--- src/verilog/bpsc_defines.vh ---
// constants for the battery pack supervisor control block
`ifndef BPSC_DEFINES_VH
`define BPSC_DEFINES_VH

`define BPSC_CLK_HZ          40000000
// timing figures in their own units
`define BPSC_PRESENT_POLL_MS 1000
`define BPSC_CYCLE_MS        16'h00FA
`define BPSC_CELL_UPD_MS     250
`define BPSC_BUSOFF_MS       2000
`define BPSC_RESUME_US       1
`define BPSC_LIFE_LOG_H      10
`define BPSC_TIME_LOG_H      2
// last millisecond count of one hour
`define BPSC_HOUR_LAST_MS    24'h36_EE7F
// cycles per millisecond derived from the clock
`define BPSC_MS_CYCLES       (`BPSC_CLK_HZ / 1000)
`define BPSC_DEB_CYCLES      16
// power modes
`define BPSC_MODE_NORMAL     2'h0
`define BPSC_MODE_SLEEP      2'h1
`define BPSC_MODE_SHUT       2'h2
// thermistor slots and the largest number of led bar segments
`define BPSC_TEMP_INPUTS     5
`define BPSC_LED_MAX         5

`endif

--- src/verilog/bpsc_top.v ---
// battery pack supervisor control: timing, shutdown, trip point, bus-off, modes
`timescale 1ns/1ps
`default_nettype none
`include "bpsc_defines.vh"

module bpsc_top #(
    parameter        CLK_HZ      = `BPSC_CLK_HZ,
    parameter [31:0] MS_CYCLES   = `BPSC_MS_CYCLES,
    parameter [15:0] DEB_CYCLES  = `BPSC_DEB_CYCLES,
    parameter        CELLS       = 4,
    parameter        ACC_W       = 32,
    parameter        CUR_W       = 16
) (
    // clock and reset
    input  wire                   sys_clk_i,
    input  wire                   rst_b_i,
    // pack pins
    input  wire                   system_present_n_i,
    input  wire                   emergency_off_in_i,
    input  wire                   smbus_clock_pin_i,
    input  wire                   smbus_data_pin_i,
    // measurements from the analog front end
    input  wire signed [CUR_W-1:0] sense_diff_i,
    input  wire                   sample_valid_i,
    input  wire [15:0]            remaining_charge_level_i,
    input  wire [6:0]             relative_charge_pct_i,
    input  wire                   temp_in_range_i,
    input  wire                   fault_i,
    input  wire                   second_level_fail_i,
    input  wire [7:0]             permanent_fail_code_i,
    input  wire                   records_changed_i,
    input  wire                   times_changed_i,
    // configuration
    input  wire [1:0]             power_mode_i,
    input  wire [15:0]            sleep_interval_ms_i,
    input  wire [15:0]            off_timeout_ms_i,
    input  wire                   trip_enable_i,
    input  wire [15:0]            trip_set_level_i,
    input  wire [15:0]            trip_clear_level_i,
    input  wire                   balance_external_i,
    input  wire [CELLS-1:0]       balance_request_i,
    input  wire [2:0]             led_segments_i,
    input  wire                   led_show_fail_i,
    input  wire [4:0]             temp_enable_i,
    input  wire [4:0]             temp_is_fet_i,
    input  wire [4:0]             temp_model_sel_i,
    input  wire                   broadcast_enable_i,
    input  wire                   pec_enable_i,
    input  wire                   charge_request_i,
    // outputs
    output reg                    charge_switch_drive_o,
    output reg                    discharge_switch_drive_o,
    output reg                    system_present_o,
    output reg                    trip_point_irq_o,
    output reg                    trip_pullup_en_o,
    output reg                    operation_flags_trip_o,
    output reg                    charging_o,
    output reg                    discharging_o,
    output reg  signed [ACC_W-1:0] charge_count_o,
    output reg  [CELLS-1:0]       balance_enable_o,
    output reg  [4:0]             led_o,
    output reg                    cell_update_o,
    output reg  [4:0]             temp_active_o,
    output reg  [4:0]             temp_fet_route_o,
    output reg  [4:0]             temp_model_o,
    output reg                    bus_off_o,
    output reg                    bus_active_o,
    output reg                    cycle_start_o,
    output reg                    awake_o,
    output reg                    life_log_o,
    output reg                    time_log_o,
    output reg                    fuse_blow_o,
    output reg                    broadcast_start_o,
    output reg                    broadcast_pec_o,
    output reg                    charge_allow_o
);

    // ------------------------------------------------------------
    // reset release
    // ------------------------------------------------------------
    reg rst_s1_reg;
    reg rst_s2_reg;
    wire rst_n = rst_s2_reg;

    always @(posedge sys_clk_i or negedge rst_b_i) begin
        if (!rst_b_i) begin
            rst_s1_reg <= 1'b0;
            rst_s2_reg <= 1'b0;
        end else begin
            rst_s1_reg <= 1'b1;
            rst_s2_reg <= rst_s1_reg;
        end
    end

    // ------------------------------------------------------------
    // millisecond tick and slow timers
    // ------------------------------------------------------------
    reg  [31:0] ms_div_reg;
    reg         ms_tick_reg;
    reg  [15:0] sec_ms_reg;
    reg  [15:0] quarter_ms_reg;
    reg  [23:0] hour_ms_reg;
    reg  [3:0]  hours_life_reg;
    reg  [1:0]  hours_time_reg;
    wire        shut_mode = (power_mode_i == `BPSC_MODE_SHUT);
    wire        sec_tick  = ms_tick_reg && (sec_ms_reg == 16'h0000);
    wire        hour_tick = ms_tick_reg && (hour_ms_reg == 24'h00_0000);

    always @(posedge sys_clk_i or negedge rst_n) begin
        if (!rst_n) begin
            ms_div_reg     <= 32'h0000_0000;
            ms_tick_reg    <= 1'b0;
            sec_ms_reg     <= 16'h0000;
            quarter_ms_reg <= 16'h0000;
            hour_ms_reg    <= 24'h00_0000;
        end else begin
            ms_tick_reg <= (ms_div_reg == MS_CYCLES - 32'h0000_0001);
            ms_div_reg  <= (ms_div_reg == MS_CYCLES - 32'h0000_0001) ? 32'h0000_0000
                                                                     : ms_div_reg + 32'h0000_0001;
            if (ms_tick_reg) begin
                sec_ms_reg     <= (sec_ms_reg == `BPSC_PRESENT_POLL_MS - 1) ? 16'h0000
                                                                         : sec_ms_reg + 16'h0001;
                quarter_ms_reg <= (quarter_ms_reg == `BPSC_CELL_UPD_MS - 1) ? 16'h0000
                                                                            : quarter_ms_reg + 16'h0001;
                hour_ms_reg    <= (hour_ms_reg == `BPSC_HOUR_LAST_MS) ? 24'h00_0000
                                                               : hour_ms_reg + 24'h00_0001;
            end
        end
    end

    // ------------------------------------------------------------
    // input synchronisers and debouncers
    // ------------------------------------------------------------
    reg [1:0]  off_sync_reg;
    reg [1:0]  present_sync_reg;
    reg        off_deb_reg;
    reg        present_deb_reg;
    reg [15:0] off_cnt_reg;
    reg [15:0] present_cnt_reg;

    always @(posedge sys_clk_i or negedge rst_n) begin
        if (!rst_n) begin
            off_sync_reg  <= 2'b11;
            present_sync_reg <= 2'b11;
            off_deb_reg      <= 1'b1;
            present_deb_reg  <= 1'b1;
            off_cnt_reg      <= 16'h0000;
            present_cnt_reg  <= 16'h0000;
        end else begin
            off_sync_reg     <= {off_sync_reg[0], emergency_off_in_i};
            present_sync_reg <= {present_sync_reg[0], system_present_n_i};
            // level must hold for the debounce count before it is accepted
            if (off_sync_reg[1] == off_deb_reg)
                off_cnt_reg <= 16'h0000;
            else if (off_cnt_reg == DEB_CYCLES) begin
                off_deb_reg <= off_sync_reg[1];
                off_cnt_reg <= 16'h0000;
            end else
                off_cnt_reg <= off_cnt_reg + 16'h0001;
            if (present_sync_reg[1] == present_deb_reg)
                present_cnt_reg <= 16'h0000;
            else if (present_cnt_reg == DEB_CYCLES) begin
                present_deb_reg <= present_sync_reg[1];
                present_cnt_reg <= 16'h0000;
            end else
                present_cnt_reg <= present_cnt_reg + 16'h0001;
        end
    end

    wire off_fall = off_deb_reg && (off_sync_reg[1] == 1'b0) && (off_cnt_reg == DEB_CYCLES);

    // ------------------------------------------------------------
    // emergency shutdown, fuse and switch drives
    // ------------------------------------------------------------
    reg        eoff_reg;
    reg [15:0] eoff_ms_reg;

    always @(posedge sys_clk_i or negedge rst_n) begin
        if (!rst_n) begin
            eoff_reg    <= 1'b0;
            eoff_ms_reg <= 16'h0000;
            fuse_blow_o <= 1'b0;
        end else begin
            if (second_level_fail_i)
                fuse_blow_o <= 1'b1;
            if (off_fall && !shut_mode) begin
                eoff_reg    <= ~eoff_reg;
                eoff_ms_reg <= 16'h0000;
            end else if (eoff_reg && ms_tick_reg) begin
                // a timeout of zero means the drives stay off until the next press
                if (off_timeout_ms_i != 16'h0000 && eoff_ms_reg == off_timeout_ms_i - 16'h0001)
                    eoff_reg <= 1'b0;
                eoff_ms_reg <= eoff_ms_reg + 16'h0001;
            end
        end
    end

    // ------------------------------------------------------------
    // measurement, accumulation and cycle scheduling
    // ------------------------------------------------------------
    reg [15:0] cyc_ms_reg;
    wire [15:0] interval = (power_mode_i == `BPSC_MODE_SLEEP) ? sleep_interval_ms_i
                                                              : `BPSC_CYCLE_MS;
    wire wake = (sample_valid_i && sense_diff_i != {CUR_W{1'b0}}) || fault_i;
    wire signed [ACC_W-1:0] cur_ext = {{(ACC_W-CUR_W){sense_diff_i[CUR_W-1]}}, sense_diff_i};
    wire trip_hit = remaining_charge_level_i <= trip_set_level_i;
    wire trip_rel = remaining_charge_level_i > trip_clear_level_i;

    always @(posedge sys_clk_i or negedge rst_n) begin
        if (!rst_n) begin
            cyc_ms_reg               <= 16'h0000;
            cycle_start_o            <= 1'b0;
            awake_o                  <= 1'b1;
            charge_count_o           <= {ACC_W{1'b0}};
            charging_o               <= 1'b0;
            discharging_o            <= 1'b0;
            system_present_o         <= 1'b0;
            cell_update_o            <= 1'b0;
            charge_switch_drive_o    <= 1'b0;
            discharge_switch_drive_o <= 1'b0;
            charge_allow_o           <= 1'b0;
            trip_point_irq_o         <= 1'b0;
            operation_flags_trip_o   <= 1'b0;
            trip_pullup_en_o         <= 1'b0;
            balance_enable_o         <= {CELLS{1'b0}};
            led_o                    <= 5'h00;
            temp_active_o            <= 5'h00;
            temp_fet_route_o         <= 5'h00;
            temp_model_o             <= 5'h00;
            broadcast_start_o        <= 1'b0;
            broadcast_pec_o          <= 1'b0;
            life_log_o               <= 1'b0;
            time_log_o               <= 1'b0;
            hours_life_reg           <= 4'h0;
            hours_time_reg           <= 2'h0;
        end else begin
            cycle_start_o     <= 1'b0;
            cell_update_o     <= 1'b0;
            broadcast_start_o <= 1'b0;
            life_log_o        <= 1'b0;
            time_log_o        <= 1'b0;
            if (shut_mode) begin
                // cycles, measurement and logging halt; drives open and no activity
                cyc_ms_reg               <= 16'h0000;
                awake_o                  <= 1'b0;
                charge_switch_drive_o    <= 1'b0;
                discharge_switch_drive_o <= 1'b0;
                charge_allow_o           <= 1'b0;
                balance_enable_o         <= {CELLS{1'b0}};
            end else begin
                if (ms_tick_reg)
                    cyc_ms_reg <= (cyc_ms_reg >= interval - 16'h0001) ? 16'h0000
                                                                      : cyc_ms_reg + 16'h0001;
                if (ms_tick_reg && cyc_ms_reg >= interval - 16'h0001) begin
                    cycle_start_o <= 1'b1;
                    broadcast_start_o <= broadcast_enable_i;
                    broadcast_pec_o   <= pec_enable_i;
                end
                // sleep exits on current or fault; normal is always awake between cycles
                if (power_mode_i == `BPSC_MODE_SLEEP)
                    awake_o <= wake;
                else
                    awake_o <= 1'b1;
                if (sample_valid_i) begin
                    charge_count_o <= charge_count_o + cur_ext;
                    charging_o     <= !sense_diff_i[CUR_W-1] && sense_diff_i != 0;
                    discharging_o  <= sense_diff_i[CUR_W-1];
                end
                if (sec_tick)
                    system_present_o <= !present_deb_reg;
                if (ms_tick_reg && quarter_ms_reg == 16'h0000)
                    cell_update_o <= 1'b1;
                charge_allow_o <= charge_request_i && temp_in_range_i
                                  && !eoff_reg && !fuse_blow_o;
                charge_switch_drive_o    <= !eoff_reg && !fuse_blow_o
                                            && temp_in_range_i;
                discharge_switch_drive_o <= !eoff_reg && !fuse_blow_o;
                // external balancing keeps only the lowest requested cell
                if (balance_external_i)
                    balance_enable_o <= balance_request_i & (~balance_request_i + 1'b1);
                else
                    balance_enable_o <= balance_request_i;
                if (!trip_enable_i) begin
                    trip_point_irq_o       <= 1'b0;
                    operation_flags_trip_o <= 1'b0;
                end else if (trip_hit) begin
                    trip_point_irq_o       <= 1'b1;
                    operation_flags_trip_o <= 1'b1;
                end else if (trip_rel) begin
                    trip_point_irq_o       <= 1'b0;
                    operation_flags_trip_o <= 1'b0;
                end
                trip_pullup_en_o <= trip_enable_i;
                temp_active_o    <= temp_enable_i;
                temp_fet_route_o <= temp_is_fet_i & temp_enable_i;
                temp_model_o     <= temp_model_sel_i & temp_enable_i;
                if (hour_tick) begin
                    hours_life_reg <= (hours_life_reg == `BPSC_LIFE_LOG_H - 1) ? 4'h0
                                                                             : hours_life_reg + 4'h1;
                    hours_time_reg <= (hours_time_reg == `BPSC_TIME_LOG_H - 1) ? 2'h0
                                                                             : hours_time_reg + 2'h1;
                    life_log_o <= (hours_life_reg == `BPSC_LIFE_LOG_H - 1) && records_changed_i;
                    time_log_o <= (hours_time_reg == `BPSC_TIME_LOG_H - 1) && times_changed_i;
                end
                led_o <= led_bar(led_show_fail_i, permanent_fail_code_i,
                                 relative_charge_pct_i, led_segments_i);
            end
        end
    end

    // ------------------------------------------------------------
    // led bar: capacity fill or fail code, masked to three, four or else five segments
    // ------------------------------------------------------------
    function [4:0] led_bar;
        input       show_fail;
        input [7:0] code;
        input [6:0] pct;
        input [2:0] segs;
        reg   [4:0] mask;
        reg   [4:0] fill;
        integer     lit;
        begin
            mask = (segs == 3'd3) ? 5'h07 : (segs == 3'd4) ? 5'h0F : 5'h1F;
            lit  = (pct * segs + 99) / 100;
            fill = (5'h1F >> (5 - lit));
            if (pct == 7'd0)
                fill = 5'h00;
            led_bar = (show_fail ? code[4:0] : fill) & mask;
        end
    endfunction

    // ------------------------------------------------------------
    // SMBus bus-off detector
    // ------------------------------------------------------------
    reg [15:0] low_ms_reg;

    always @(posedge sys_clk_i or negedge rst_n) begin
        if (!rst_n) begin
            low_ms_reg   <= 16'h0000;
            bus_off_o    <= 1'b0;
            bus_active_o <= 1'b0;
        end else if (shut_mode) begin
            low_ms_reg   <= 16'h0000;
            bus_active_o <= 1'b0;
        end else if (smbus_clock_pin_i || smbus_data_pin_i) begin
            // release is seen in one cycle, well inside the resume bound
            low_ms_reg   <= 16'h0000;
            bus_off_o    <= 1'b0;
            bus_active_o <= 1'b1;
        end else if (ms_tick_reg) begin
            if (low_ms_reg >= `BPSC_BUSOFF_MS - 1) begin
                bus_off_o    <= 1'b1;
                bus_active_o <= 1'b0;
            end else
                low_ms_reg <= low_ms_reg + 16'h0001;
        end
    end

endmodule // bpsc_top

`default_nettype wire

--- config.mk ---
export PLATFORM = sky130hd
export DESIGN_NAME = bpsc_top
export DESIGN_NICKNAME = d
export VERILOG_FILES = /design/src/verilog/bpsc_top.v
export VERILOG_INCLUDE_DIRS = /design/src /design/src/verilog
export SDC_FILE = /design/constraint.sdc
export NUM_CORES = 1
export LEC_CHECK = 0
export BUFFER_PORTS_ARGS = -buffer_cell sky130_fd_sc_hd__buf_4
export CAP_MARGIN = 20
export CORE_UTILIZATION = 32
export CTS_BUF_LIST = sky130_fd_sc_hd__clkbuf_8
export DETAILED_ROUTE_END_ITERATION = 8
export GPL_TIMING_DRIVEN = 0
export PLACE_DENSITY_LB_ADDON = 0.25
export SLEW_MARGIN = 20
export SYNTH_ARGS = -nofsm -noshare
export SYNTH_HDL_FRONTEND = slang
export SYNTH_SLANG_ARGS = --single-unit
--- constraint.sdc ---
create_clock -name sys_clk_i -period 7.2 [get_ports sys_clk_i]
set_clock_uncertainty 0.2 [all_clocks]
set_input_delay 0.72 -clock sys_clk_i [delete_from_list [all_inputs] [get_ports sys_clk_i]]
set_output_delay 0.72 -clock sys_clk_i [all_outputs]
set_load 0.05 [all_outputs]
==> results.md <==
- Final WS setup: 467 ps
- FP Rows: 82
- RSZ-0062 raised after global routing: false
- Clock root buffer: clkbuf_8
- Post-Place Cell Area: 19000 um^2
- Global-route wire length before repair: 71.8 mm
- Status: completed
- Crit-path max FO: 10
- Seq/Total Area, Yosys: 39.5%
- Core Util, Final: 40.1%
- WS Path Type: input port to register
- Crit end category: register
- # Post-CTS Setup Buffers: 0
- Number of synthesized flops with an enable pin: 0
- Drt total wl: 42.7 mm
- Core area: 50300 um^2
- Clock transition at path regs: 60 ps
- Crit-path leading delay family: compound AO/OA/AOI/OAI gates
- Max-Slew Margin vs Limit: 32.6%
- Synth warn: 0
- Pins Over Slew Limit: 0
- Crit start category: input port
- Setup slack at placement: -91.0 ps
- Initial antenna violation count: 1
- Global route overflow: 0
- Area growth syn-to-layout: 23.2%
- Unique masters post-synth: 89
- Max cap viols: 0
- CTS tree: done
- I/O Buffers: 223
- Critical Path Max Stage Delay: 470 ps
- Mapped Nets: 2078
- Post-synth top flop: dfrtp_1
- Mapped Area: 16400 um^2
- WP buf/inv: 2
- Final GP Congestion: 0.886
- VDD IR max: 0.000168 V
- Min-Delay Path Class: register to asynchronous set/reset pin
- Sink Count: 258
- H-tree level count: 2
- Via/cell ratio: 4.99
- Layout cells sized above 1: 17.2%
- Post-DP HPWL: 32.0 mm
- Largest net degree at the start of global routing: 56
- Total iterations of the first detailed-routing run: 5
- Critical path's slowest cell: fa_1
- Tot GR Track Use: 16.5%
- Number of DRC markers in iteration 0: 645
- Initial Utilization: 32.5%
- Total Nets Final: 2361
- Post-Synthesis Cells: 1801
- Critical Path AT: 7070 ps
- Post-route DRC violation count: 0
- F_max: 149 MHz
- Post-DR wirelength/cell: 15.3 um
- Max clock buf depth: 3
- Synth Register Bits: 258
- Setup TNS: 0 ps
- Post-synth ARST share: 100%
- Final setup vio count: 0
- Mean post-synth cell area: 9.08 um^2
- Fin. Hold Viols: 0
- Required @ worst endpoint: 7530 ps
- DIE AREA: 52000 um^2
- Period utilisation layout: 93.5%
- Latest clock arrival within the worst-skew pair: 620 ps
- Post-route cell area: 20100 um^2
- Hold_ws: 54.0 ps
- I/O Pins: 228
- Chip Width: 228 um
- Pleak: 9.44 nW
- Final ANT Viol Nets: 0
- PwrDens: 269 nW/um^2
- Tmin final: 6730 ps
- Number of global-route vias before repair: 14200
- Slew @ Worst Pin: 1010 ps
- Vert. Die Dim: 228 um
- Routed vias: 14000
- Num CTS Buffers: 50
cell type report:
class	count	area, um^2
Antenna cell	1	2.50
Buffer	40	169
Clock buffer	66	908
Clock inverter	28	195
Fill cell	5088	30100
Inverter	84	315
Multi-Input combinational cell	1419	9410
Sequential cell	258	6470
Tap cell	672	841
Timing Repair Buffer	231	1830
where the power goes:
group | switching (mW) | internal, mW
Combinational | 1.36 | 0.815
Clock | 0.683 | 0.898
Sequential | 0.103 | 1.57
Total | 2.14 | 3.29
routing by layer:
| layer | wire length (um) | up-vias | share of wire (%) | GRT usage [%] |
|---|---|---|---|---|
| met5 | 0 | - | 0 | 0 |
| met4 | 811 | 0 | 1.9 | 4.22 |
| met3 | 2030 | 63 | 4.8 | 3.31 |
| met2 | 19600 | 305 | 46 | 27.1 |
| met1 | 20200 | 6663 | 47 | 22.2 |
| li1 | - | 6928 | - | - |
cells in the final DEF (no fill, tap or decap), types with 16 or more instances in the layout:
cell,Yosys,routed
a31oi_1,22,22
clkbuf_8,0,66
nand2b_1,34,34
o21a_1,18,18
and2_1,20,20
o21ai_0,87,87
xor2_1,97,97
inv_1,83,97
nand3_1,97,96
ha_1,117,117
dfrtp_1,251,250
xnor2_1,88,88
nor2_1,176,176
nand2_1,215,215
nand4_1,35,35
nor2b_1,16,16
a21oi_1,64,64
clkbuf_1,35,35
and3_1,44,44
buf_4,1,224
a21o_1,30,30
nor4_1,34,34
nor3_1,33,32
synth_stat cells, types with 4 or more instances:
master    number  area share [%]
o21ai_0       87             2.7
o21bai_1       4            0.18
and2_1        20            0.77
o221ai_1       5            0.27
o31ai_1       15            0.69
fa_1           7            0.86
dfrtp_1      251              38
inv_1         83             1.9
or3_1         15            0.57
o22ai_1        7            0.27
nor2b_1       16            0.61
nor2_1       176             4.0
and4_1         7            0.37
nand3_1       97             3.0
and3_1        44             1.7
xnor2_1       88             4.7
nand4_1       35             1.3
a21oi_1       64             2.0
a211oi_1       8            0.37
mux2_2         7            0.48
a22o_1         5            0.27
mux2i_1        4            0.24
o21a_1        18            0.83
ha_1         117             9.0
nor4b_1        5            0.27
or4_1          7            0.32
a21o_1        30             1.4
nand2b_1      34             1.3
nand2_1      215             4.9
dfstp_2        7             1.1
nor4_1        34             1.3
clkbuf_1      35            0.80
nor3b_1        9            0.41
or2_2          7            0.27
a21boi_0       7            0.32
o21ai_1        4            0.12
a31oi_1       22            0.84
nor3_1        33             1.0
xor2_1        97             5.2
path summary, 6_finish.rpt:
check,startpoint,endpoint,slack [ps],cells after the start
max,led_segments_i[1],led_o[3],470,28
min,rst_n,charge_count_o[27],50,0
max reg2reg,cyc_ms_reg[0],cyc_ms_reg[14],3030,16
min reg2reg,rst_n,charge_count_o[27],50,0
max in group asynchronous,rst_n,awake_o,5560,3
min in group sys_clk_i,second_level_fail_i,fuse_blow_o,110,2
cells by family after synthesis:
logic type | count (synthesis) | share of synthesized area, %
simple gates | 772 | 23.2
compound gates | 323 | 13.5
flops | 258 | 39.5
xor+xnor | 188 | 10.3
fa+ha+maj | 124 | 9.81
buf+inv | 124 | 2.96
mux | 11 | 0.727
other cells | 1 | 0.0229
per-stage QoR:
| step | power (mW) | cells |
|---|---|---|
| 2_1_floorplan | 3.26 | 1801 |
| 3_3_place_gp | 3.81 | 2696 |
| 3_5_place_dp | 3.86 | 2701 |
| 4_1_cts | 5.50 | 2798 |
| 5_1_grt | 5.79 | 2799 |
| 6_report | 5.43 | 2799 |
repair_timing:
action | 4_1_cts | 5_1_grt
hold buffers | 3 | 0
endpoints found under the hold margin | 4 | 0
endpoints found under the setup margin | 0 | 1
resized for setup | 0 | 1
worst reg2reg max path, cell delays in order, from the launching register on:
cell      delay, ps
dfrtp_1         400
inv_1           100
ha_1            290
nand2b_1        140
a21o_1          170
a21o_1          170
a21o_1          170
a21o_1          180
a21o_1          180
a21o_1          170
a21oi_1         120
o21ai_0         120
a211oi_1        530
clkbuf_1        450
clkbuf_1        430
nand2_1         110
a31oi_1         180
No activity file was read; power rests on OpenSTA's default activity.
